$ cat src/include/bss_pkg.sv
// Constants and types shared by the boundary scan block
package bss_pkg;

  // Chain length and stage positions, stage 0 next to the serial input
  localparam int CHAIN_LEN = 127;
  localparam int P_SER_IN = 0;
  localparam int P_TEST_EN = 1;
  localparam int P_SHIFT_SEL = 2;
  localparam int P_CPU_RST = 3;
  localparam int P_DATA_CTL = 4;
  localparam int P_DATA0 = 5;
  localparam int P_CACHE_CTL0 = 69;
  localparam int P_ADDR_CTL = 71;
  localparam int P_ADDR0 = 72;
  localparam int P_NN_CTL = 101;
  localparam int P_NN = 102;
  localparam int P_PAGE_CTL = 103;
  localparam int P_PAGE = 104;
  localparam int P_DIR_CTL = 105;
  localparam int P_DIR = 106;
  localparam int P_STRB_CTL = 107;
  localparam int P_STRB = 108;
  localparam int P_ATOM_CTL = 109;
  localparam int P_ATOM = 110;
  localparam int P_READY = 111;
  localparam int P_CACHEABLE = 112;
  localparam int P_NEXT_ADDR = 113;
  localparam int P_IRQ = 114;
  localparam int P_YIELD_REQ = 115;
  localparam int P_YIELD_GNT = 116;
  localparam int P_BYTE_CTL = 117;
  localparam int P_BYTE7 = 118;
  localparam int P_BUS_REQ = 126;

  // Register map, byte addresses on the bus
  localparam logic [7:0] REG_CTRL = 8'h00;
  localparam logic [7:0] REG_STAT = 8'h04;
  localparam logic [7:0] REG_CHAIN0 = 8'h08;
  localparam logic [7:0] REG_CHAIN3 = 8'h14;
  localparam int CTRL_EN_BIT = 0;
  localparam logic CTRL_EN_RESET = 1'b1;
  localparam logic [126:0] CHAIN_RESET = '0;

  typedef enum logic [1:0] {
    BSS_FUNC = 2'b00,
    BSS_NORM = 2'b01,
    BSS_SHIFT = 2'b10
  } bss_mode_t;

  // Test mode from enable pins and software enable; low enable is functional whatever the select
  function automatic bss_mode_t mode_of(input logic en, input logic test_en,
                                        input logic shift_sel);
    if (!en || !test_en)
      return BSS_FUNC;
    return shift_sel ? BSS_SHIFT : BSS_NORM;
  endfunction

endpackage

$ cat src/include/bss_if.sv
// Signals between the scan top, the chain register and the bus slave
interface bss_reg_if;
  bss_pkg::bss_mode_t mode_now;
  bss_pkg::bss_mode_t mode_q;
  logic ser_in;
  logic [126:0] cap_mask;
  logic [126:0] pin_in;
  logic [126:0] chain;
  logic [7:0] shift_cnt;
  logic scan_en;

  modport chn(input mode_now, ser_in, cap_mask, pin_in, output chain, shift_cnt);
  modport slv(input chain, shift_cnt, mode_q, output scan_en);
endinterface

$ cat src/hw/bss_ahb.sv
// Register slave on the bus: control, status and chain snapshot
module bss_ahb (
  input wire logic i_clk,          // System clock
  input wire logic i_rst_n,        // Synchronous reset, active low
  input wire logic i_hsel,         // Slave select
  input wire logic [31:0] i_haddr, // Address
  input wire logic [1:0] i_htrans, // Transfer type
  input wire logic i_hwrite,       // Write when high
  input wire logic [31:0] i_hwdata,// Write data
  input wire logic i_hready,       // Bus ready
  output logic [31:0] o_hrdata,    // Read data
  output logic o_hreadyout,        // Slave ready
  output logic o_hresp,            // Response, always OKAY
  bss_reg_if.slv regs              // Chain state and scan enable
);

  logic wr_q, wr_d, rd_q, rd_d, rd2_q, rd2_d, en_q, en_d;
  logic [7:0] addr_q, addr_d;
  logic [31:0] rdata_q, rdata_d;
  logic accept;

  function automatic logic [31:0] rd_mux(input logic [7:0] a, input logic en,
                                         input logic [126:0] ch, input logic [7:0] cnt,
                                         input logic [1:0] md);
    logic [127:0] wide;
    wide = {1'b0, ch};
    if (a == bss_pkg::REG_CTRL)
      return {31'h0000_0000, en};
    if (a == bss_pkg::REG_STAT)
      return {16'h0000, cnt, 6'h00, md};
    if (a >= bss_pkg::REG_CHAIN0 && a <= bss_pkg::REG_CHAIN3 && a[1:0] == 2'h0)
      return wide[32 * ((a - bss_pkg::REG_CHAIN0) >> 2) +: 32];
    return 32'h0000_0000;
  endfunction

  ////////////////////////////////////////////////////////////////////////
  assign accept = i_hsel && i_htrans[1] && i_hready;

  always_comb
  begin
    wr_d = accept && i_hwrite;
    rd_d = accept && !i_hwrite;
    addr_d = accept ? i_haddr[7:0] : addr_q;
    rd2_d = 1'b0;
    rdata_d = rdata_q;
    en_d = en_q;
    // Reads take one wait state so read data come from a flip-flop
    if (rd_q && !rd2_q)
    begin
      rd_d = 1'b1;
      rd2_d = 1'b1;
      addr_d = addr_q;
      rdata_d = rd_mux(addr_q, en_q, regs.chain, regs.shift_cnt, regs.mode_q);
    end
    if (wr_q && addr_q == bss_pkg::REG_CTRL)
      en_d = i_hwdata[bss_pkg::CTRL_EN_BIT];
  end

  always_ff @(posedge i_clk)
  begin
    if (!i_rst_n)
    begin
      wr_q <= 1'b0;
      rd_q <= 1'b0;
      rd2_q <= 1'b0;
      addr_q <= 8'h00;
      rdata_q <= 32'h0000_0000;
      en_q <= bss_pkg::CTRL_EN_RESET;
    end
    else
    begin
      wr_q <= wr_d;
      rd_q <= rd_d;
      rd2_q <= rd2_d;
      addr_q <= addr_d;
      rdata_q <= rdata_d;
      en_q <= en_d;
    end
  end

  assign o_hreadyout = !(rd_q && !rd2_q);
  assign o_hrdata = rdata_q;
  assign o_hresp = 1'b0;
  assign regs.scan_en = en_q;

endmodule

$ cat src/hw/bss_chain.sv
// Boundary scan chain register: serial shift and parallel capture
module bss_chain (
  input wire logic i_clk,   // System clock
  input wire logic i_rst_n, // Synchronous reset, active low
  bss_reg_if.chn bus        // Mode, capture data and chain state
);

  logic [126:0] chain_q;
  logic [126:0] chain_d;
  logic [7:0] cnt_q;
  logic [7:0] cnt_d;

  ////////////////////////////////////////////////////////////////////////
  always_comb
  begin
    chain_d = chain_q;
    cnt_d = cnt_q;
    unique case (bus.mode_now)
      bss_pkg::BSS_SHIFT:
      begin
        chain_d = {chain_q[125:0], bus.ser_in};
        cnt_d = cnt_q + 8'h01;
      end
      bss_pkg::BSS_NORM:
      begin
        // Only input stages take pin levels; output stages keep the vector
        chain_d = (chain_q & ~bus.cap_mask) | (bus.pin_in & bus.cap_mask);
        cnt_d = 8'h00;
      end
      bss_pkg::BSS_FUNC:
      begin
        chain_d = chain_q;
      end
      default:
      begin
        chain_d = chain_q;
      end
    endcase
  end

  always_ff @(posedge i_clk)
  begin
    if (!i_rst_n)
    begin
      chain_q <= bss_pkg::CHAIN_RESET;
      cnt_q <= 8'h00;
    end
    else
    begin
      chain_q <= chain_d;
      cnt_q <= cnt_d;
    end
  end

  assign bus.chain = chain_q;
  assign bus.shift_cnt = cnt_q;

  ////////////////////////////////////////////////////////////////////////
  AST_SHIFT_STEP: assert property (@(posedge i_clk) disable iff (!i_rst_n)
    bus.mode_now == bss_pkg::BSS_SHIFT |=>
      chain_q == {$past(chain_q[125:0]), $past(bus.ser_in)})
    else $error("chain did not advance one stage in shift mode");

  AST_NORM_LOAD: assert property (@(posedge i_clk) disable iff (!i_rst_n)
    bus.mode_now == bss_pkg::BSS_NORM |=>
      ((chain_q ^ $past(bus.pin_in)) & $past(bus.cap_mask)) == '0)
    else $error("input stage missed the pin level in normal mode");

  AST_NORM_KEEP: assert property (@(posedge i_clk) disable iff (!i_rst_n)
    bus.mode_now == bss_pkg::BSS_NORM |=>
      ((chain_q ^ $past(chain_q)) & ~$past(bus.cap_mask)) == '0)
    else $error("output stage changed during normal mode");

  AST_FUNC_FREEZE: assert property (@(posedge i_clk) disable iff (!i_rst_n)
    bus.mode_now == bss_pkg::BSS_FUNC [*2] |-> $stable(chain_q))
    else $error("chain moved outside scan mode");

endmodule

$ cat src/hw/bss_top.sv
// Boundary scan of the bus interface pins, shift and normal sub-modes
//
// Notes on behaviour
// - In shift mode all pin stages form one register, one step per edge.
// - Serial input enters stage 0; stage 126 drives the bus request pin.
// - Previous response leaves on bus request while the new vector enters.
// - With reset and yield request asserted while shifting, three-state outputs float.
// - Entering normal puts the chain on pins; shift then unloads captures.
// - Normal mode drives outputs from latches and samples inputs together.
// - Each three-state group drives when its enable latch is one.
// - Data pins drive when data control is one, else are captured.
// - Normal mode loads every input latch with its pin level.
// - Enable high, select low is normal; both high is shift.
// - Chain holds input, output and group enable latches.
// - The last normal edge provides the captured response.
// - Scan mode starts at the edge enable is seen high, ends when low.
// - Sub-mode is sampled each edge from the shift select level.
module bss_top (
  input wire logic I_CLK,                      // 50 MHz clock
  input wire logic I_RESET_N,                  // Block reset, sync, low
  input wire logic I_HSEL,                     // Bus select
  input wire logic [31:0] I_HADDR,             // Bus address
  input wire logic [1:0] I_HTRANS,             // Bus transfer type
  input wire logic I_HWRITE,                   // Bus write
  input wire logic [2:0] I_HSIZE,              // Bus size, word only
  input wire logic [31:0] I_HWDATA,            // Bus write data
  input wire logic I_HREADY,                   // Bus ready
  output logic [31:0] O_HRDATA,                // Bus read data
  output logic O_HREADYOUT,                    // Slave ready
  output logic O_HRESP,                        // Slave response
  input wire logic I_BOUNDARY_TEST_ENABLE,     // Scan mode enable
  input wire logic I_CHAIN_SHIFT_SELECT,       // Shift when high
  input wire logic I_CHAIN_SERIAL_IN,          // Chain serial input
  input wire logic I_CPU_RESET,                // Processor reset pin
  input wire logic I_BUS_YIELD_REQUEST,        // Hold request pin
  input wire logic I_IRQ_OR_BOOTWIDTH_IN,      // Interrupt pin
  input wire logic I_NEXT_ADDRESS_IN_N,        // Next address pin
  input wire logic I_READY_N,                  // Transfer done pin
  input wire logic I_CACHEABLE_IN_N,           // Cacheable pin
  input wire logic [1:0] I_CACHE_CTL_IN,       // Cache control pins
  input wire logic [63:0] I_DATA_PINS,         // Data pin levels
  input wire logic [126:0] I_CORE_IMG,         // Core pin image, chain layout
  output logic [63:0] O_DATA_PINS,             // Data pin drive
  output logic O_DATA_OE_N,                    // Data enable, low drives
  output logic [28:0] O_ADDRESS_OUT_BITS,      // Address pins
  output logic O_ADDRESS_OE_N,                 // Address enable
  output logic [7:0] O_BYTE_LANE_ENABLES_N,    // Byte enable pins
  output logic O_BYTE_LANE_OE_N,               // Byte enable group enable
  output logic O_DIRECTION_OUT,                // Write/read pin
  output logic O_DIRECTION_OE_N,               // Write/read enable
  output logic O_NEXT_NEAR_OUT_N,              // Next near pin
  output logic O_NEXT_NEAR_OE_N,               // Next near enable
  output logic O_ADDRESS_STROBE_OUT_N,         // Address strobe pin
  output logic O_ADDRESS_STROBE_OE_N,          // Address strobe enable
  output logic O_ATOMIC_OUT_N,                 // Lock pin
  output logic O_ATOMIC_OE_N,                  // Lock enable
  output logic O_PAGE_TABLE_BIT_OUT_N,         // Page table bit pin
  output logic O_PAGE_TABLE_BIT_OE_N,          // Page table bit enable
  output logic O_YIELD_GRANT_OUT,              // Hold acknowledge pin
  output logic O_BUS_REQUEST_OUT               // Bus request, scan out
);

  bss_reg_if regs ();

  bss_pkg::bss_mode_t mode_now;
  bss_pkg::bss_mode_t mode_q;
  bss_pkg::bss_mode_t mode_d;
  logic [126:0] chain;
  logic [126:0] img;
  logic [126:0] pin_in;
  logic [126:0] cap_mask;
  logic [7:0] be_img;

  ////////////////////////////////////////////////////////////////////////
  // Group enable: float in shift so moving stages never reach the pins
  function automatic logic grp_oe_n(input bss_pkg::bss_mode_t m, input logic ctl);
    if (m == bss_pkg::BSS_SHIFT)
      return 1'b1;
    return !ctl;
  endfunction

  ////////////////////////////////////////////////////////////////////////
  bss_ahb u_ahb (
    .i_clk(I_CLK),
    .i_rst_n(I_RESET_N),
    .i_hsel(I_HSEL),
    .i_haddr(I_HADDR),
    .i_htrans(I_HTRANS),
    .i_hwrite(I_HWRITE),
    .i_hwdata(I_HWDATA),
    .i_hready(I_HREADY),
    .o_hrdata(O_HRDATA),
    .o_hreadyout(O_HREADYOUT),
    .o_hresp(O_HRESP),
    .regs(regs)
  );

  bss_chain u_chain (
    .i_clk(I_CLK),
    .i_rst_n(I_RESET_N),
    .bus(regs)
  );

  ////////////////////////////////////////////////////////////////////////
  // Mode follows the pins at every edge, gated by the software enable
  assign mode_now = bss_pkg::mode_of(regs.scan_en, I_BOUNDARY_TEST_ENABLE,
                                     I_CHAIN_SHIFT_SELECT);

  always_comb
  begin
    mode_d = mode_now;
  end

  always_ff @(posedge I_CLK)
  begin
    if (!I_RESET_N)
      mode_q <= bss_pkg::BSS_FUNC;
    else
      mode_q <= mode_d;
  end

  assign chain = regs.chain;
  assign regs.mode_now = mode_now;
  assign regs.mode_q = mode_q;
  assign regs.ser_in = I_CHAIN_SERIAL_IN;
  assign regs.pin_in = pin_in;
  assign regs.cap_mask = cap_mask;

  ////////////////////////////////////////////////////////////////////////
  // Pin levels in chain layout; data stages listen only while undriven
  always_comb
  begin
    pin_in = '0;
    cap_mask = '0;
    pin_in[bss_pkg::P_SER_IN] = I_CHAIN_SERIAL_IN;
    pin_in[bss_pkg::P_TEST_EN] = I_BOUNDARY_TEST_ENABLE;
    pin_in[bss_pkg::P_SHIFT_SEL] = I_CHAIN_SHIFT_SELECT;
    pin_in[bss_pkg::P_CPU_RST] = I_CPU_RESET;
    pin_in[bss_pkg::P_DATA0 +: 64] = I_DATA_PINS;
    pin_in[bss_pkg::P_CACHE_CTL0 +: 2] = I_CACHE_CTL_IN;
    pin_in[bss_pkg::P_READY] = I_READY_N;
    pin_in[bss_pkg::P_CACHEABLE] = I_CACHEABLE_IN_N;
    pin_in[bss_pkg::P_NEXT_ADDR] = I_NEXT_ADDRESS_IN_N;
    pin_in[bss_pkg::P_IRQ] = I_IRQ_OR_BOOTWIDTH_IN;
    pin_in[bss_pkg::P_YIELD_REQ] = I_BUS_YIELD_REQUEST;
    cap_mask[bss_pkg::P_SER_IN +: 4] = 4'hF;
    cap_mask[bss_pkg::P_CACHE_CTL0 +: 2] = 2'h3;
    cap_mask[bss_pkg::P_READY +: 5] = 5'h1F;
    if (!chain[bss_pkg::P_DATA_CTL])
      cap_mask[bss_pkg::P_DATA0 +: 64] = '1;
  end

  ////////////////////////////////////////////////////////////////////////
  // Pin image: test vector in normal mode, core image otherwise
  assign img = (mode_q == bss_pkg::BSS_NORM) ? chain : I_CORE_IMG;

  // Byte enables sit reversed: lane 0 is next to the request stage
  always_comb
  begin
    be_img = '0;
    for (int i = 0; i < 8; i++)
      be_img[i] = img[bss_pkg::P_BYTE7 + 7 - i];
  end

  assign O_DATA_PINS = img[bss_pkg::P_DATA0 +: 64];
  assign O_DATA_OE_N = grp_oe_n(mode_q, img[bss_pkg::P_DATA_CTL]);
  assign O_ADDRESS_OUT_BITS = img[bss_pkg::P_ADDR0 +: 29];
  assign O_ADDRESS_OE_N = grp_oe_n(mode_q, img[bss_pkg::P_ADDR_CTL]);
  assign O_BYTE_LANE_ENABLES_N = be_img;
  assign O_BYTE_LANE_OE_N = grp_oe_n(mode_q, img[bss_pkg::P_BYTE_CTL]);
  assign O_DIRECTION_OUT = img[bss_pkg::P_DIR];
  assign O_DIRECTION_OE_N = grp_oe_n(mode_q, img[bss_pkg::P_DIR_CTL]);
  assign O_NEXT_NEAR_OUT_N = img[bss_pkg::P_NN];
  assign O_NEXT_NEAR_OE_N = grp_oe_n(mode_q, img[bss_pkg::P_NN_CTL]);
  assign O_ADDRESS_STROBE_OUT_N = img[bss_pkg::P_STRB];
  assign O_ADDRESS_STROBE_OE_N = grp_oe_n(mode_q, img[bss_pkg::P_STRB_CTL]);
  assign O_ATOMIC_OUT_N = img[bss_pkg::P_ATOM];
  assign O_ATOMIC_OE_N = grp_oe_n(mode_q, img[bss_pkg::P_ATOM_CTL]);
  assign O_PAGE_TABLE_BIT_OUT_N = img[bss_pkg::P_PAGE];
  assign O_PAGE_TABLE_BIT_OE_N = grp_oe_n(mode_q, img[bss_pkg::P_PAGE_CTL]);
  assign O_YIELD_GRANT_OUT = img[bss_pkg::P_YIELD_GNT];
  // Scan out is the top stage, so the old response leaves first
  assign O_BUS_REQUEST_OUT = (mode_q == bss_pkg::BSS_SHIFT) ?
                             chain[bss_pkg::P_BUS_REQ] :
                             img[bss_pkg::P_BUS_REQ];

  ////////////////////////////////////////////////////////////////////////
  AST_SER_OUT: assert property (@(posedge I_CLK) disable iff (!I_RESET_N)
    mode_q == bss_pkg::BSS_SHIFT && mode_now == bss_pkg::BSS_SHIFT |=>
      O_BUS_REQUEST_OUT == $past(chain[125]))
    else $error("scan out did not present the next stage");

  AST_FLOAT: assert property (@(posedge I_CLK) disable iff (!I_RESET_N)
    mode_q == bss_pkg::BSS_SHIFT && I_CPU_RESET && I_BUS_YIELD_REQUEST |->
      O_DATA_OE_N && O_ADDRESS_OE_N && O_BYTE_LANE_OE_N && O_DIRECTION_OE_N &&
      O_NEXT_NEAR_OE_N && O_ADDRESS_STROBE_OE_N && O_ATOMIC_OE_N &&
      O_PAGE_TABLE_BIT_OE_N)
    else $error("three-state output driven while shifting");

  AST_ADDR_DRV: assert property (@(posedge I_CLK) disable iff (!I_RESET_N)
    mode_q == bss_pkg::BSS_NORM |->
      O_ADDRESS_OE_N == !chain[bss_pkg::P_ADDR_CTL] &&
      O_BYTE_LANE_OE_N == !chain[bss_pkg::P_BYTE_CTL] &&
      O_BYTE_LANE_ENABLES_N[0] == chain[125])
    else $error("group drive does not follow its enable latch");

  AST_DATA_DRV: assert property (@(posedge I_CLK) disable iff (!I_RESET_N)
    mode_q == bss_pkg::BSS_NORM && !chain[bss_pkg::P_DATA_CTL] &&
      mode_now == bss_pkg::BSS_NORM |=>
      O_DATA_OE_N && chain[bss_pkg::P_DATA0 +: 64] == $past(I_DATA_PINS))
    else $error("undriven data pins were not captured");

  AST_ENTRY: assert property (@(posedge I_CLK) disable iff (!I_RESET_N)
    regs.scan_en && I_BOUNDARY_TEST_ENABLE |=> mode_q != bss_pkg::BSS_FUNC)
    else $error("scan mode not entered at the first enabled edge");

  AST_EXIT: assert property (@(posedge I_CLK) disable iff (!I_RESET_N)
    mode_q != bss_pkg::BSS_FUNC ##1 !I_BOUNDARY_TEST_ENABLE |=>
      mode_q == bss_pkg::BSS_FUNC)
    else $error("scan mode not left after enable fell");

  AST_LAST_CAPTURE: assert property (@(posedge I_CLK) disable iff (!I_RESET_N)
    mode_now == bss_pkg::BSS_NORM ##1 mode_now == bss_pkg::BSS_SHIFT |=>
      chain[bss_pkg::P_IRQ + 1] == $past(I_IRQ_OR_BOOTWIDTH_IN, 2))
    else $error("response is not the last normal edge capture");

  AST_NORM_PINS: assert property (@(posedge I_CLK) disable iff (!I_RESET_N)
    mode_q == bss_pkg::BSS_NORM |->
      O_ADDRESS_OUT_BITS == chain[bss_pkg::P_ADDR0 +: 29] &&
      O_DIRECTION_OUT == chain[bss_pkg::P_DIR])
    else $error("normal mode pins differ from the chain");

  AST_FUNC_PINS: assert property (@(posedge I_CLK) disable iff (!I_RESET_N)
    mode_q == bss_pkg::BSS_FUNC |->
      O_ADDRESS_OUT_BITS == I_CORE_IMG[bss_pkg::P_ADDR0 +: 29] &&
      O_BUS_REQUEST_OUT == I_CORE_IMG[bss_pkg::P_BUS_REQ])
    else $error("pins left the core outside scan mode");

endmodule

$ cat config.mk
export PLATFORM = sky130hd
export DESIGN_NAME = bss_top
export DESIGN_NICKNAME = d
export VERILOG_FILES = /design/src/include/bss_pkg.sv /design/src/include/bss_if.sv /design/src/hw/bss_ahb.sv /design/src/hw/bss_chain.sv /design/src/hw/bss_top.sv
export SDC_FILE = /design/constraint.sdc
export NUM_CORES = 1
export LEC_CHECK = 0
export BUFFER_PORTS_ARGS = -buffer_cell sky130_fd_sc_hd__buf_2
export CORE_AREA = 8 8 160 162
export CTS_BUF_LIST = sky130_fd_sc_hd__clkbuf_4 sky130_fd_sc_hd__clkbuf_8
export DETAILED_ROUTE_END_ITERATION = 6
export DIE_AREA = 0 0 168 170
export PLACE_DENSITY = 0.77
export SLEW_MARGIN = 15
export SYNTH_ARGS = -nofsm -noshare
export SYNTH_HDL_FRONTEND = slang
export SYNTH_SLANG_ARGS = --single-unit
$ cat constraint.sdc
create_clock -name I_CLK -period 2.4 [get_ports I_CLK]
set_clock_uncertainty 0.1 [all_clocks]
set_input_delay 0.48 -clock I_CLK [delete_from_list [all_inputs] [get_ports I_CLK]]
set_output_delay 0.48 -clock I_CLK [all_outputs]
set_load 0.02 [all_outputs]
==> out/results.txt, run 1 <==
The via count of the first global-routing pass is 9556. After detailed routing, the number of vias per cell comes to 5.66. The routed wire length per instance was 21.5 µm.

The slowest cell on the critical path was mux2_2. The worst setup path is launched from a flip-flop. Entering global routing, the biggest net connects 57 pins. The mean instance size in the synthesized netlist came out at 8.81 µm². The flow ran to the end, but the final reports show violations. Yosys printed 0 warnings. Sequential elements use 38.8% of the synthesized area.

The tightest min-delay check is of the input port to flip-flop type. The tools report the first-pass detailed-route iteration total as 7. The floorplan step defined a core boundary enclosing 0.0231 mm². Maximum VDD drop: 0.000345 V.

From bottom edge to top edge, the die measures 170 µm. In this run the most critical hold path is launched from I_HWRITE. Overall power consumption after layout is estimated at 6.58 mW. For the final count of pins violating max slew, the log shows 0. At the later pin of the worst-skew pair, clock insertion delay measures 460 ps. The run gives 0.0115 mm² as the total cell area at the placement stage.

The final reports fail on design-rule violations. The global-route total usage across every layer was 24.0%. The most critical setup path has its startpoint at mode_q[1]. After technology mapping, the gate count stands at 1061.

In this run the deepest clock path goes through 2 buffers. The tools report the clock tree root buffer cell as clkbuf_8. After synthesis the cells add up to 0.00934 mm². The ratio of cells with drive above 1 in the final layout was 42.2%; the arrival time of the worst setup path was 1800 ps. The minimum setup slack in the final design was 17.1 ps; the number of hold-slack violations in the final timing report was 0. Setup repair after global routing could not meet its margin everywhere. For this configuration, the core starts out at a cell density of 40.5%. The tools report the last weighted congestion value of the routability-driven placer as 0.839. The tool flagged a number of max-cap violations equal to 0.

Final-layout worst hold slack: 151 ps. At the placement stage, the worst setup path has a slack of 267 ps. Slew at the pin closest to its max-slew limit: 577 ps. In this run the worst path has a maximum fanout of 13.

The number of buffers inserted for hold repair after clock tree synthesis is 0, and the remaining global-route overflow is 0. The die boundary width was 168 µm. The run gives 1657 as the number of nets in the finished design. The tools report the post-route cell area as 0.0121 mm². Clock-pin slew was measured on the worst setup and hold paths at 100 ps. Worst stage delay on the critical path: 370 ps.

The critical path goes through nand2b_4 -> buf_4 -> buf_12 -> mux2_2 -> buf_2. The biggest area contributor in the post-synthesis netlist is dfxtp_1. After detailed routing, the total wire length is 36.1 mm. Data on the critical path is required at its endpoint by 1820 ps. STA classifies the critical path endpoint as a primary output.

On the critical path the largest part of the delay comes from buffers and inverters. The remaining max-slew budget at the tightest pin was 61.4%. After the first detailed-routing iteration, the DRC count stood at 891. In this run the tool buffered the top-level ports with 354 buffer cells. Dividing total power by cell area gives a power density of 545 mW/mm².

Timing would allow up to 420 MHz. For the half-perimeter wire length of the detailed placement result, the log shows 26.7 mm. The first global-routing pass estimated 54.4 mm of wire. The number of enable-type register cells in the synthesized netlist is 0. Across all layers, the routed design uses 9530 vias. Counting flops and latches in the post-synthesis netlist gives 181. By area the synthesized netlist is led by dfxtp_1 (39%), mux2_2 (13%), mux4_2 (7.2%). Share of synthesized registers carrying an async set or reset: 0%. The share of synthesized area in the top cell type comes to 38.8%. Reg-to-reg startpoint: u_ahb.addr_q[4].

The critical path in this run is classified as flip-flop to primary output. Pin placement for this block handled 426 I/O pins. Setup violations remaining at the end of the flow were counted as 0. The analysis attributes to cell leakage a power of 5.05 nW. The clock net in this run drives a total of 181 sinks.

The tools report the post-route non-filler standard cell count as 1683. In the synthesized netlist the dominant register cell turns out to be dfxtp_1. TritonCTS built the clock tree. The die covers 0.0286 mm². The logs give 17 for the number of buffers created by CTS and 48 for the distinct cell type count of the synthesized netlist. Count of buffering cells on the critical path with inverters included: 3. The remaining antenna violation count after routing was 0; the final cycle utilization of the critical path was 99.3%. The number of cells in the design after placement is 1640. The post-layout minimum cycle time is 2380 ps, and the number of H-tree levels is 4. Number of core rows: 56. The area growth from synthesis to layout is 29.3%.

For the post-synth net total, the log shows 1339. The initial antenna violation count was 5; the final routed DRC violation total was 2.
## layout by cell type (no fill, tap or decap), drive strengths merged, types with 5 or more instances in the layout
cell type	Yosys	final
mux2	108	108
nand2	143	143
dfxtp	181	181
buf	25	394
nor2	48	48
nand3	6	6
mux2i	18	18
a211oi	9	9
a22oi	31	31
clkbuf	72	22
mux4	30	30
a21oi	135	135
o21ai	139	139
nor3	5	5
inv	7	9
or3	63	63
## area by class of cell
cell class | instances | area [µm²]
Clock inverter | 10 | 100
Inverter | 7 | 27.5
Tap cell | 290 | 363
Clock buffer | 20 | 269
Timing Repair Buffer | 396 | 2340
Antenna cell | 3 | 7.51
Sequential cell | 181 | 3630
Fill cell | 2128 | 11000
Multi-Input combinational cell | 776 | 5340
## final timing paths
kind                        end  slack [ps]  depth (start not counted)
max             O_DATA_PINS[41]          20                          5
min                  u_ahb.wr_q         150                          3
max reg2reg   u_ahb.o_hrdata[5]         210                          7
min reg2reg  u_ahb.o_hrdata[10]         340                          2
## routing by layer
metal / share of wire (%) / vias up / GRT usage, % / wire [µm]
met4: 2.0 / 4 / 6.44 / 716
met1: 40 / 4490 / 29.3 / 14400
li1: - / 4458 / - / -
met2: 49 / 528 / 40.5 / 17600
met5: 0.075 / - / 0 / 27
met3: 9.4 / 50 / 7.21 / 3400
## where the power goes
part	leakage (nW)	internal (mW)	switching (mW)
combinational	3.39	0.574	0.722
clock	0.183	0.888	1.12
sequential	1.48	3.12	0.161
total	5.05	4.58	2.01
## kinds of logic (layout without fill, tap and decap cells)
family                     count (synthesis)  count (layout)  synth area share (%)
adders and majority gates                  2               2                 0.268
muxes                                    156             156                  22.2
DFF                                      181             181                  38.8
xor gates and xnor gates                   4               4                 0.375
and+or+nand+nor                          289             289                  14.7
AOI/OAI and AO/OA                        324             324                  18.9
other                                      1               4                0.0401
buffers and inverters                    104             433                  4.69
## stage by stage
| stage | utilization, % | setup TNS (ps) |
|---|---|---|
| 3_3_place_gp | 49.7 | 0 |
| 6_report | 52.4 | 0 |
| 3_5_place_dp | 49.7 | 0 |
| 4_1_cts | 51.7 | -889 |
| 5_1_grt | 52.4 | -866 |
| 2_1_floorplan | - | 0 |
## worst reg2reg max path: cells and delay by family, from the launching register on
kind / cells / cell delay (ps)
and+or+nand+nor: 3 / 900
adders and majority gates: 1 / 290
DFF: 1 / 420
AOI/OAI and AO/OA: 1 / 90
buffers and inverters: 2 / 320
## synth_stat cells, drive strengths merged, types with 2 or more instances
library cell	n
a211oi	9
a21oi	135
a22o	2
a22oi	31
a311oi	2
a31oi	2
and2	3
and3b	2
and4	2
buf	25
clkbuf	72
dfxtp	181
ha	2
inv	7
mux2	108
mux2i	18
mux4	30
nand2	143
nand2b	2
nand3	6
nand4	3
nor2	48
nor2b	2
nor3	5
nor4	4
o21ai	139
o22ai	2
or3	63
or4	2
xnor2	3
## what timing repair did
action | in CTS | in global routing
resized for setup | 6 | 29
pin swaps | 0 | 0
setup endpoints to repair | 90 | 105
buffers inserted | 3 | 5
cloned | 1 | 3
No activity file was read; power rests on OpenSTA's default activity.
==> run 2: changes to the inputs <==
Settings changed: CORE_AREA 8 8 160 162 to default, CORE_ASPECT_RATIO from default to 1.1, CORE_MARGIN from default to 8, CORE_UTILIZATION from default to 47, DIE_AREA 0 0 168 170 to default, PLACE_DENSITY 0.77 to 0.83, SYNTH_HIERARCHICAL from default to 1.
==> out/results.txt, run 2 <==
The flow ran to the end, but the final reports show violations. The checks that failed: negative setup slack. The post-layout minimum cycle time came out at 2510 ps.

In this run the remaining antenna-violating nets after routing total 0. The tightest min-delay check is of the input port to flip-flop type. The die covers 0.0300 mm². For this design the total switching power over the nets is 2.84 mW. Global routing consumed, over all layers together, 25.5% of the routing resources. After detailed routing, the number of remaining DRC violations is 0. STA classifies the critical path endpoint as a primary output. After the last flow step, the layout net total stands at 2047. For the count of routing violations after the opening detailed-route iteration, the log shows 1140. The most frequent cell after synthesis was dfxtp_1.

Global-route wire length before repair: 62.1 mm. The logs give 25.2% for the clock power share and 11956 for the number of vias after detailed routing. The chip height works out to 181 µm.

The floorplan has 60 rows. Maximum net fanout on the critical path: 10. The path with the worst hold slack has its endpoint at mode_q[0]. In this design, the stage delay of the slowest critical-path cell is 350 ps. Relative to the synthesized area, the layout overhead comes to 36.7%. Detailed placement ended at an HPWL of 29.5 mm. Synthesis produced a netlist whose cell count is 1278. The die boundary width is 166 µm, and the final count of pins violating max slew is 0. The number of buffers created by CTS was 17; the number of vias per cell was 5.70. Pin placement for this block handled 426 I/O pins.

The share of total power in sequential cells was 43.3%. The worst register-to-register path has a setup slack of 280 ps. Among all stages on the critical path, the largest delay is contributed by mux2_2. Across the run, the number of max-cap violations was 0. The tools report the worst setup slack after placement as 169 ps.

For the worst flop-to-flop path, the logic depth is 8. After synthesis, the largest area contributor takes up 31.2% of total cell area. Ranked by total cell area, the synthesized netlist is headed by dfxtp_1 (31%), o221a_2 (12%), o22a_1 (9.6%). The largest total area in the synthesized netlist belongs to dfxtp_1. The worst setup path is launched from a flip-flop.

The run gives -112 ps as the minimum setup slack in the final design. The logs give 0 for the remaining global-route overflow and 398 MHz for the maximum clock frequency. STA puts the critical path data arrival time at 1930 ps. The congestion estimate from routability-driven global placement came to 0.887. The number of hold-slack violations in the final timing report was 0; the clock latency of the later-clocked register in the worst-skew pair was 470 ps. In the finished design, the share of the clock period the worst path needs comes to 105%. Power spread over the standard cell area amounts to 534 mW/mm².

Yosys mapped the design onto 52 distinct sky130hd cell types. The startpoint identified for the worst hold timing path is I_CHAIN_SHIFT_SELECT. The run gives 7.60 nW as the leakage dissipation. Counting flops with a built-in enable in the synthesized netlist gives 0. In this run the critical register-to-register path is launched from u_ahb/regs.scan_en. Share of synthesized registers carrying an async set or reset: 0%. Sorting the synthesized cells by how often they occur yields dfxtp_1 (181), nand2_1 (165), inv_1 (152), a21oi_1 (128), o22a_1 (127).

CTS saw 181 sinks. The starting density of the core is 47.6%, and the routed wire length per instance is 20.8 µm. The internal power of the cells totals 5.64 mW. Dividing the synthesized area by the synthesized cell count gives 9.09 µm². In the layout the commonest cells are buf_2 (271), conb_1 (179), dfxtp_1 (177). The run gives 6 as the first-pass detailed-route iteration total.

The tools report the maximum clock insertion buffer count as 2. The H-tree was split into 4 levels. For the via count of the first global-routing pass, the log shows 11455. The slew at the pin closest to its max-slew limit works out to 855 ps.

The most used flip-flop cell after synthesis is dfxtp_1. Of the synthesized area, sequential elements account for 31.2%. The setup path with the least slack is of type flip-flop to primary output. Cell seen most often among critical-path stages: buf_12. The design draws 8.48 mW. Maximum number of pins on one net before global-route repair: 80.

In this run, synthesis produced a sequential element count of 181. TritonCTS built the clock tree. Leaving out fill and tap cells, the most frequent cell in the layout is buf_2.

The critical path goes through nor2b_4 -> buf_12 -> buf_12 -> buf_16 -> mux2_2 -> buf_2. After clock tree synthesis, the clock-pin slew on the worst setup and hold paths is 90 ps. Setup violations remaining at the end of the flow were counted as 102. The sum of negative setup slack is -5030 ps, and the number of cells on the worst hold path is 2.

The logs give 0.0116 mm² for the netlist area before placement and 1888 for the number of fillers in the final layout. The placeable core region is 0.0244 mm². Setup repair after global routing could not meet its margin everywhere. During synthesis, Yosys emitted a total of 6 warnings.

In this run switching power makes up 33.5% of total power. Count of buffers from port buffering: 354. The run gives 31.6% as the share of total power in combinational logic.

The worst-case IR drop observed on VDD is 0.000332 V. The clock tree root buffer cell was clkbuf_8. The worst pin sits at a relative slew slack of 43.0%. The logs give 9 for the initial antenna violation count and 1820 ps for the required time reported for the critical path endpoint. Summed over all layers, the routed wires come to 43.7 mm. Cells with a size suffix above 1 make up 41.1% of the layout.
## run 2: cell count changes after synthesis, sizes merged, moves of 25 or more
cell,previous run,this run
nor2,48,11
clkbuf,72,47
o21ai,139,33
or3,63,1
inv,7,153
buf,25,73
o221a,1,127
o22a,0,127
## run 2: cell type report
| cell class | count | area [µm²] | area share, % |
|---|---|---|---|
| Clock inverter | 12 | 129 | 0.811 |
| Sequential cell | 181 | 3630 | 22.8 |
| Multi-Input combinational cell | 1000 | 7680 | 48.3 |
| Tap cell | 310 | 388 | 2.44 |
| Clock buffer | 20 | 263 | 1.65 |
| Timing Repair Buffer | 415 | 3200 | 20.2 |
| Antenna cell | 7 | 17.5 | 0.110 |
| Inverter | 153 | 578 | 3.64 |
## run 2: cell families (layout without fill, tap and decap cells)
family,count (synthesis),count (layout),synth area share [%]
compound gates,447,447,31.1
buf+inv,273,600,10.3
simple gates,215,215,8.11
flops,181,181,31.2
mux,150,150,18.4
xor+xnor,6,6,0.452
fa+ha+maj,3,3,0.323
other cells,3,186,0.0969
## run 2: what timing repair did
action                     in CTS  in global routing
hold buffers                    0                  0
gates cloned                    3                  8
resized for setup              63                174
buffers inserted                4                  2
setup endpoints to repair      92                112
## run 2: how the worst max path moves through the flow
stage | end | start | depth (start not counted)
2_1_floorplan | flip-flop | flip-flop | 4
3_3_place_gp | flip-flop | I_BOUNDARY_TEST_ENABLE | 9
3_5_place_dp | flip-flop | I_BOUNDARY_TEST_ENABLE | 9
4_1_cts | O_BYTE_LANE_ENABLES_N[7] | mode_q[0] | 5
5_1_grt | O_BYTE_LANE_ENABLES_N[6] | mode_q[0] | 6
6_report | O_BYTE_LANE_ENABLES_N[6] | mode_q[0] | 6
## run 2: per-layer routing
| layer | global-route usage, % | routed length, µm | vias to the layer above |
|---|---|---|---|
| li1 | - | - | 5545 |
| met1 | 31.1 | 17200 | 5642 |
| met2 | 42.2 | 21100 | 649 |
| met3 | 5.25 | 3530 | 116 |
| met4 | 12.7 | 1920 | 4 |
| met5 | 0 | 23 | - |
## run 2: metrics by stage
| step | std cells | cell area [µm²] | utilization (%) | hold WS (ps) |
|---|---|---|---|---|
| final | 2098 | 15900 | 65.1 | 127 |
| after global routing | 2097 | 15900 | 65.1 | 117 |
| after CTS | 2081 | 15100 | 61.8 | 81.5 |
| after detailed placement | 2042 | 14400 | 58.9 | 338 |
| after global placement | 2042 | 14400 | 58.9 | 332 |
| after floorplan | 1454 | 12300 | - | 357 |
## run 2: critical path: cells and delay by family, from the launching register on
kind	cells	cell delay (ps)
buf+inv	4	610
mux	1	350
simple gates	1	160
flops	1	340
## run 2: power by group through the flow
| stage | logic [mW] | clock network (mW) | registers, mW |
|---|---|---|---|
| after global placement | 2.25 | 0 | 3.70 |
| final | 2.68 | 2.14 | 3.67 |
| after detailed placement | 2.33 | 0 | 3.72 |
| after global routing | 2.86 | 2.29 | 3.69 |
| after CTS | 2.42 | 2.17 | 3.65 |
| after floorplan | 1.75 | 0 | 3.50 |
==> run 3: changes to the inputs <==
--- a/config.mk
+++ b/config.mk
@@ -7,10 +7,9 @@
 export LEC_CHECK = 0
 export BUFFER_PORTS_ARGS = -buffer_cell sky130_fd_sc_hd__buf_2
-export CORE_ASPECT_RATIO = 1.1
-export CORE_MARGIN = 8
-export CORE_UTILIZATION = 47
+export CORE_AREA = 2 2 165 167
 export CTS_BUF_LIST = sky130_fd_sc_hd__clkbuf_4 sky130_fd_sc_hd__clkbuf_8
 export DETAILED_ROUTE_END_ITERATION = 6
-export PLACE_DENSITY = 0.83
+export DIE_AREA = 0 0 167 169
+export PLACE_DENSITY = 0.78
 export SLEW_MARGIN = 15
 export SYNTH_ARGS = -nofsm -noshare
--- a/constraint.sdc
+++ b/constraint.sdc
@@ -3,3 +3,3 @@
 set_input_delay 0.48 -clock I_CLK [delete_from_list [all_inputs] [get_ports I_CLK]]
 set_output_delay 0.48 -clock I_CLK [all_outputs]
-set_load 0.02 [all_outputs]
+set_load 0.01 [all_outputs]
==> out/results.txt, run 3 (synthesized netlist as in run 2, its figures left out) <==
Internal power comes to 5.76 mW. The worst path uses 103% of the clock period. The number of clock sinks seen by CTS came out at 181. The number of vias per cell was 5.49. The logs give 2047 for the number of nets in the finished design and 0 for the number of buffers inserted for hold repair after clock tree synthesis.

The sum of routed wire length over all layers was 40.0 mm; the count of routing violations after the opening detailed-route iteration was 1173. The flow ran to the end, but the final reports show violations. The run gives 426 as the total I/O pin count. The tools report the number of hold-slack violations in the final timing report as 0. The count of cells in the finished layout, fillers not included, comes to 2126. For the area used by multi-input combinational logic, the log shows 0.00764 mm². The core region is 0.0265 mm². Counting I/O delays and the setup requirement, the final critical path takes 2480 ps. The combined flip-flop and latch cell area was 0.00363 mm²; the ratio of cells with drive above 1 in the final layout was 41.2%. The number of buffers created by CTS was 17.

The signal on the critical path passes through nor2b_4 -> buf_12 -> buf_12 -> clkbuf_16 -> mux2_4 -> buf_6. Headroom to the max-slew limit came out at 57.8%. At the pin with the least slew margin, the transition time is 634 ps.

At the later pin of the worst-skew pair, clock insertion delay measures 480 ps. The last weighted congestion value of the routability-driven placer is 0.888, and the remaining global-route overflow is 0. The share of total power dissipated in combinational logic is 28.7%.

The first TritonRoute pass finished after 6 iterations. The die covers 0.0282 mm². Half-perimeter wire length of the detailed placement result: 27.4 mm. The tree is rooted in a clkbuf_8.

Cells fill 59.3% of the core in the end. Max-cap violations in this run came to 0. The number of core rows was 60; the starting density of the core was 43.8%. The tools report the nature of the critical path startpoint as a flip-flop.

The most numerous cell type found on the critical path is buf_12. The detailed router placed 11673 vias in this run. The maximum net fanout on the critical path was 6; the remaining antenna violation count after routing was 0. The count of buffering cells on the critical path with inverters included came out at 4.

In this run the static leakage power is 7.48 nW. Setup violations remaining at the end of the flow were counted as 106. The clock tree synthesis step divided the H-tree into 4 levels.

For the minimum setup slack in the final design, the log shows -77.8 ps. The largest single stage delay on the critical path is 360 ps. The analysis attributes to net switching a power of 2.75 mW. Relative to the synthesized area, the layout overhead comes to 35.2%. The number of fillers in the final layout is 2183. Clock-pin slew was measured on the worst setup and hold paths at 90 ps. The global-route total usage across every layer is 26.7%, and the power density relative to cell area is 542 mW/mm². Final count of pins violating max slew: 0. The path type of the worst min-delay path is input port to flip-flop. Die boundary width: 167 µm.

In this run the tool buffered the top-level ports with 354 buffer cells. The library cells used most frequently in the layout, excluding fill and tap cells, are buf_2 (297), conb_1 (179), dfxtp_1 (177). The run gives 1900 ps as the arrival time of the worst setup path. The slowest cell on the critical path is dfxtp_2.

The run gives 0.0157 mm² as the post-route cell area. The capturing element type of the critical path is a primary output. The tightest hold path in the finished design has a slack of 120 ps. Entering global routing, the biggest net connects 135 pins. Setup repair after global routing could not meet its margin everywhere. The share of total power in sequential cells is 43.1%, and the global-route wire length before repair is 59.3 mm. The final reports fail on negative setup slack. The critical path in this run is classified as flip-flop to primary output. Counting tap cells, the placed design contains a total of 2074 instances.

For the via count of the first global-routing pass, the log shows 10790. Chip height: 169 µm. Total power for the finished layout comes to 8.51 mW. The maximum VDD drop was 0.000319 V.

The kind of cell with the highest combined delay on the critical path was buffers and inverters. For the worst setup path, the data required time is 1820 ps. The clock network burns 28.1% of the power. The run gives 404 MHz as the maximum clock frequency. The library cell used most frequently in the layout, excluding fill and tap cells, is buf_2.

TritonCTS built the clock tree. For this run, design rule violations remaining after detail routing come to 0. No sink is reached through more buffers than the 2 on the longest clock path.

The run gives 0.0144 mm² as the total cell area at the placement stage. The routed wire length per instance was 18.8 µm; the switching share of power was 32.3%. The initial antenna violation count was 5.
## run 3: worst reg2reg max path, stage by stage, from the launching register on
cell     delay, ps
dfxtp_1        410
and3_1         190
inv_1           70
ha_4           470
buf_12         340
a21oi_1        120
o221a_2        280
## run 3: power by group through the flow
stage               clock network, mW  registers, mW  logic, mW
floorplan                           0           3.49       1.62
global placement                    0           3.72       2.11
detailed placement                  0           3.73       2.19
CTS                              2.41           3.65       2.36
global route                     2.52           3.70       2.64
finish                           2.39           3.67       2.44
## run 3: layout make-up
type	count	area share, %
Multi-Input combinational cell	1000	48.7
Clock inverter	13	1.25
Inverter	153	3.68
Clock buffer	18	1.54
Antenna cell	5	0.0797
Tap cell	341	2.72
Timing Repair Buffer	415	18.9
Sequential cell	181	23.1
## run 3: through the flow
| stage | setup TNS [ps] | setup WS [ps] |
|---|---|---|
| floorplan | 0 | 145 |
| global placement | 0 | 191 |
| detailed placement | 0 | 138 |
| CTS | -4700 | -88.4 |
| global route | -9270 | -124 |
| finish | -3460 | -77.8 |
## run 3: what timing repair did
item / in CTS / in global routing
hold endpoints to repair: 0 / 0
endpoints found under the setup margin: 115 / 112
resized for setup: 101 / 25
gates cloned: 4 / 1
buffers inserted: 9 / 2
## run 3: final timing paths
path | endpoint | startpoint | cells after the start | slack, ps
worst min register to register | u_ahb/o_hrdata[16] | u_ahb/o_hrdata[16] | 2 | 370
worst max register to register | flip-flop | u_ahb/regs.scan_en | 6 | 330
worst max-delay path | O_DATA_PINS[43] | mode_q[0] | 6 | -80
worst min-delay path | mode_q[0] | I_CHAIN_SHIFT_SELECT | 2 | 120
## run 3: per-layer routing
metal | share of wire (%) | track usage [%] | up-vias
met5 | 0.030 | 0 | -
met4 | 3.3 | 11.7 | 2
met3 | 8.8 | 5.35 | 89
met2 | 47 | 42.8 | 587
met1 | 41 | 35.0 | 5462
li1 | - | - | 5533
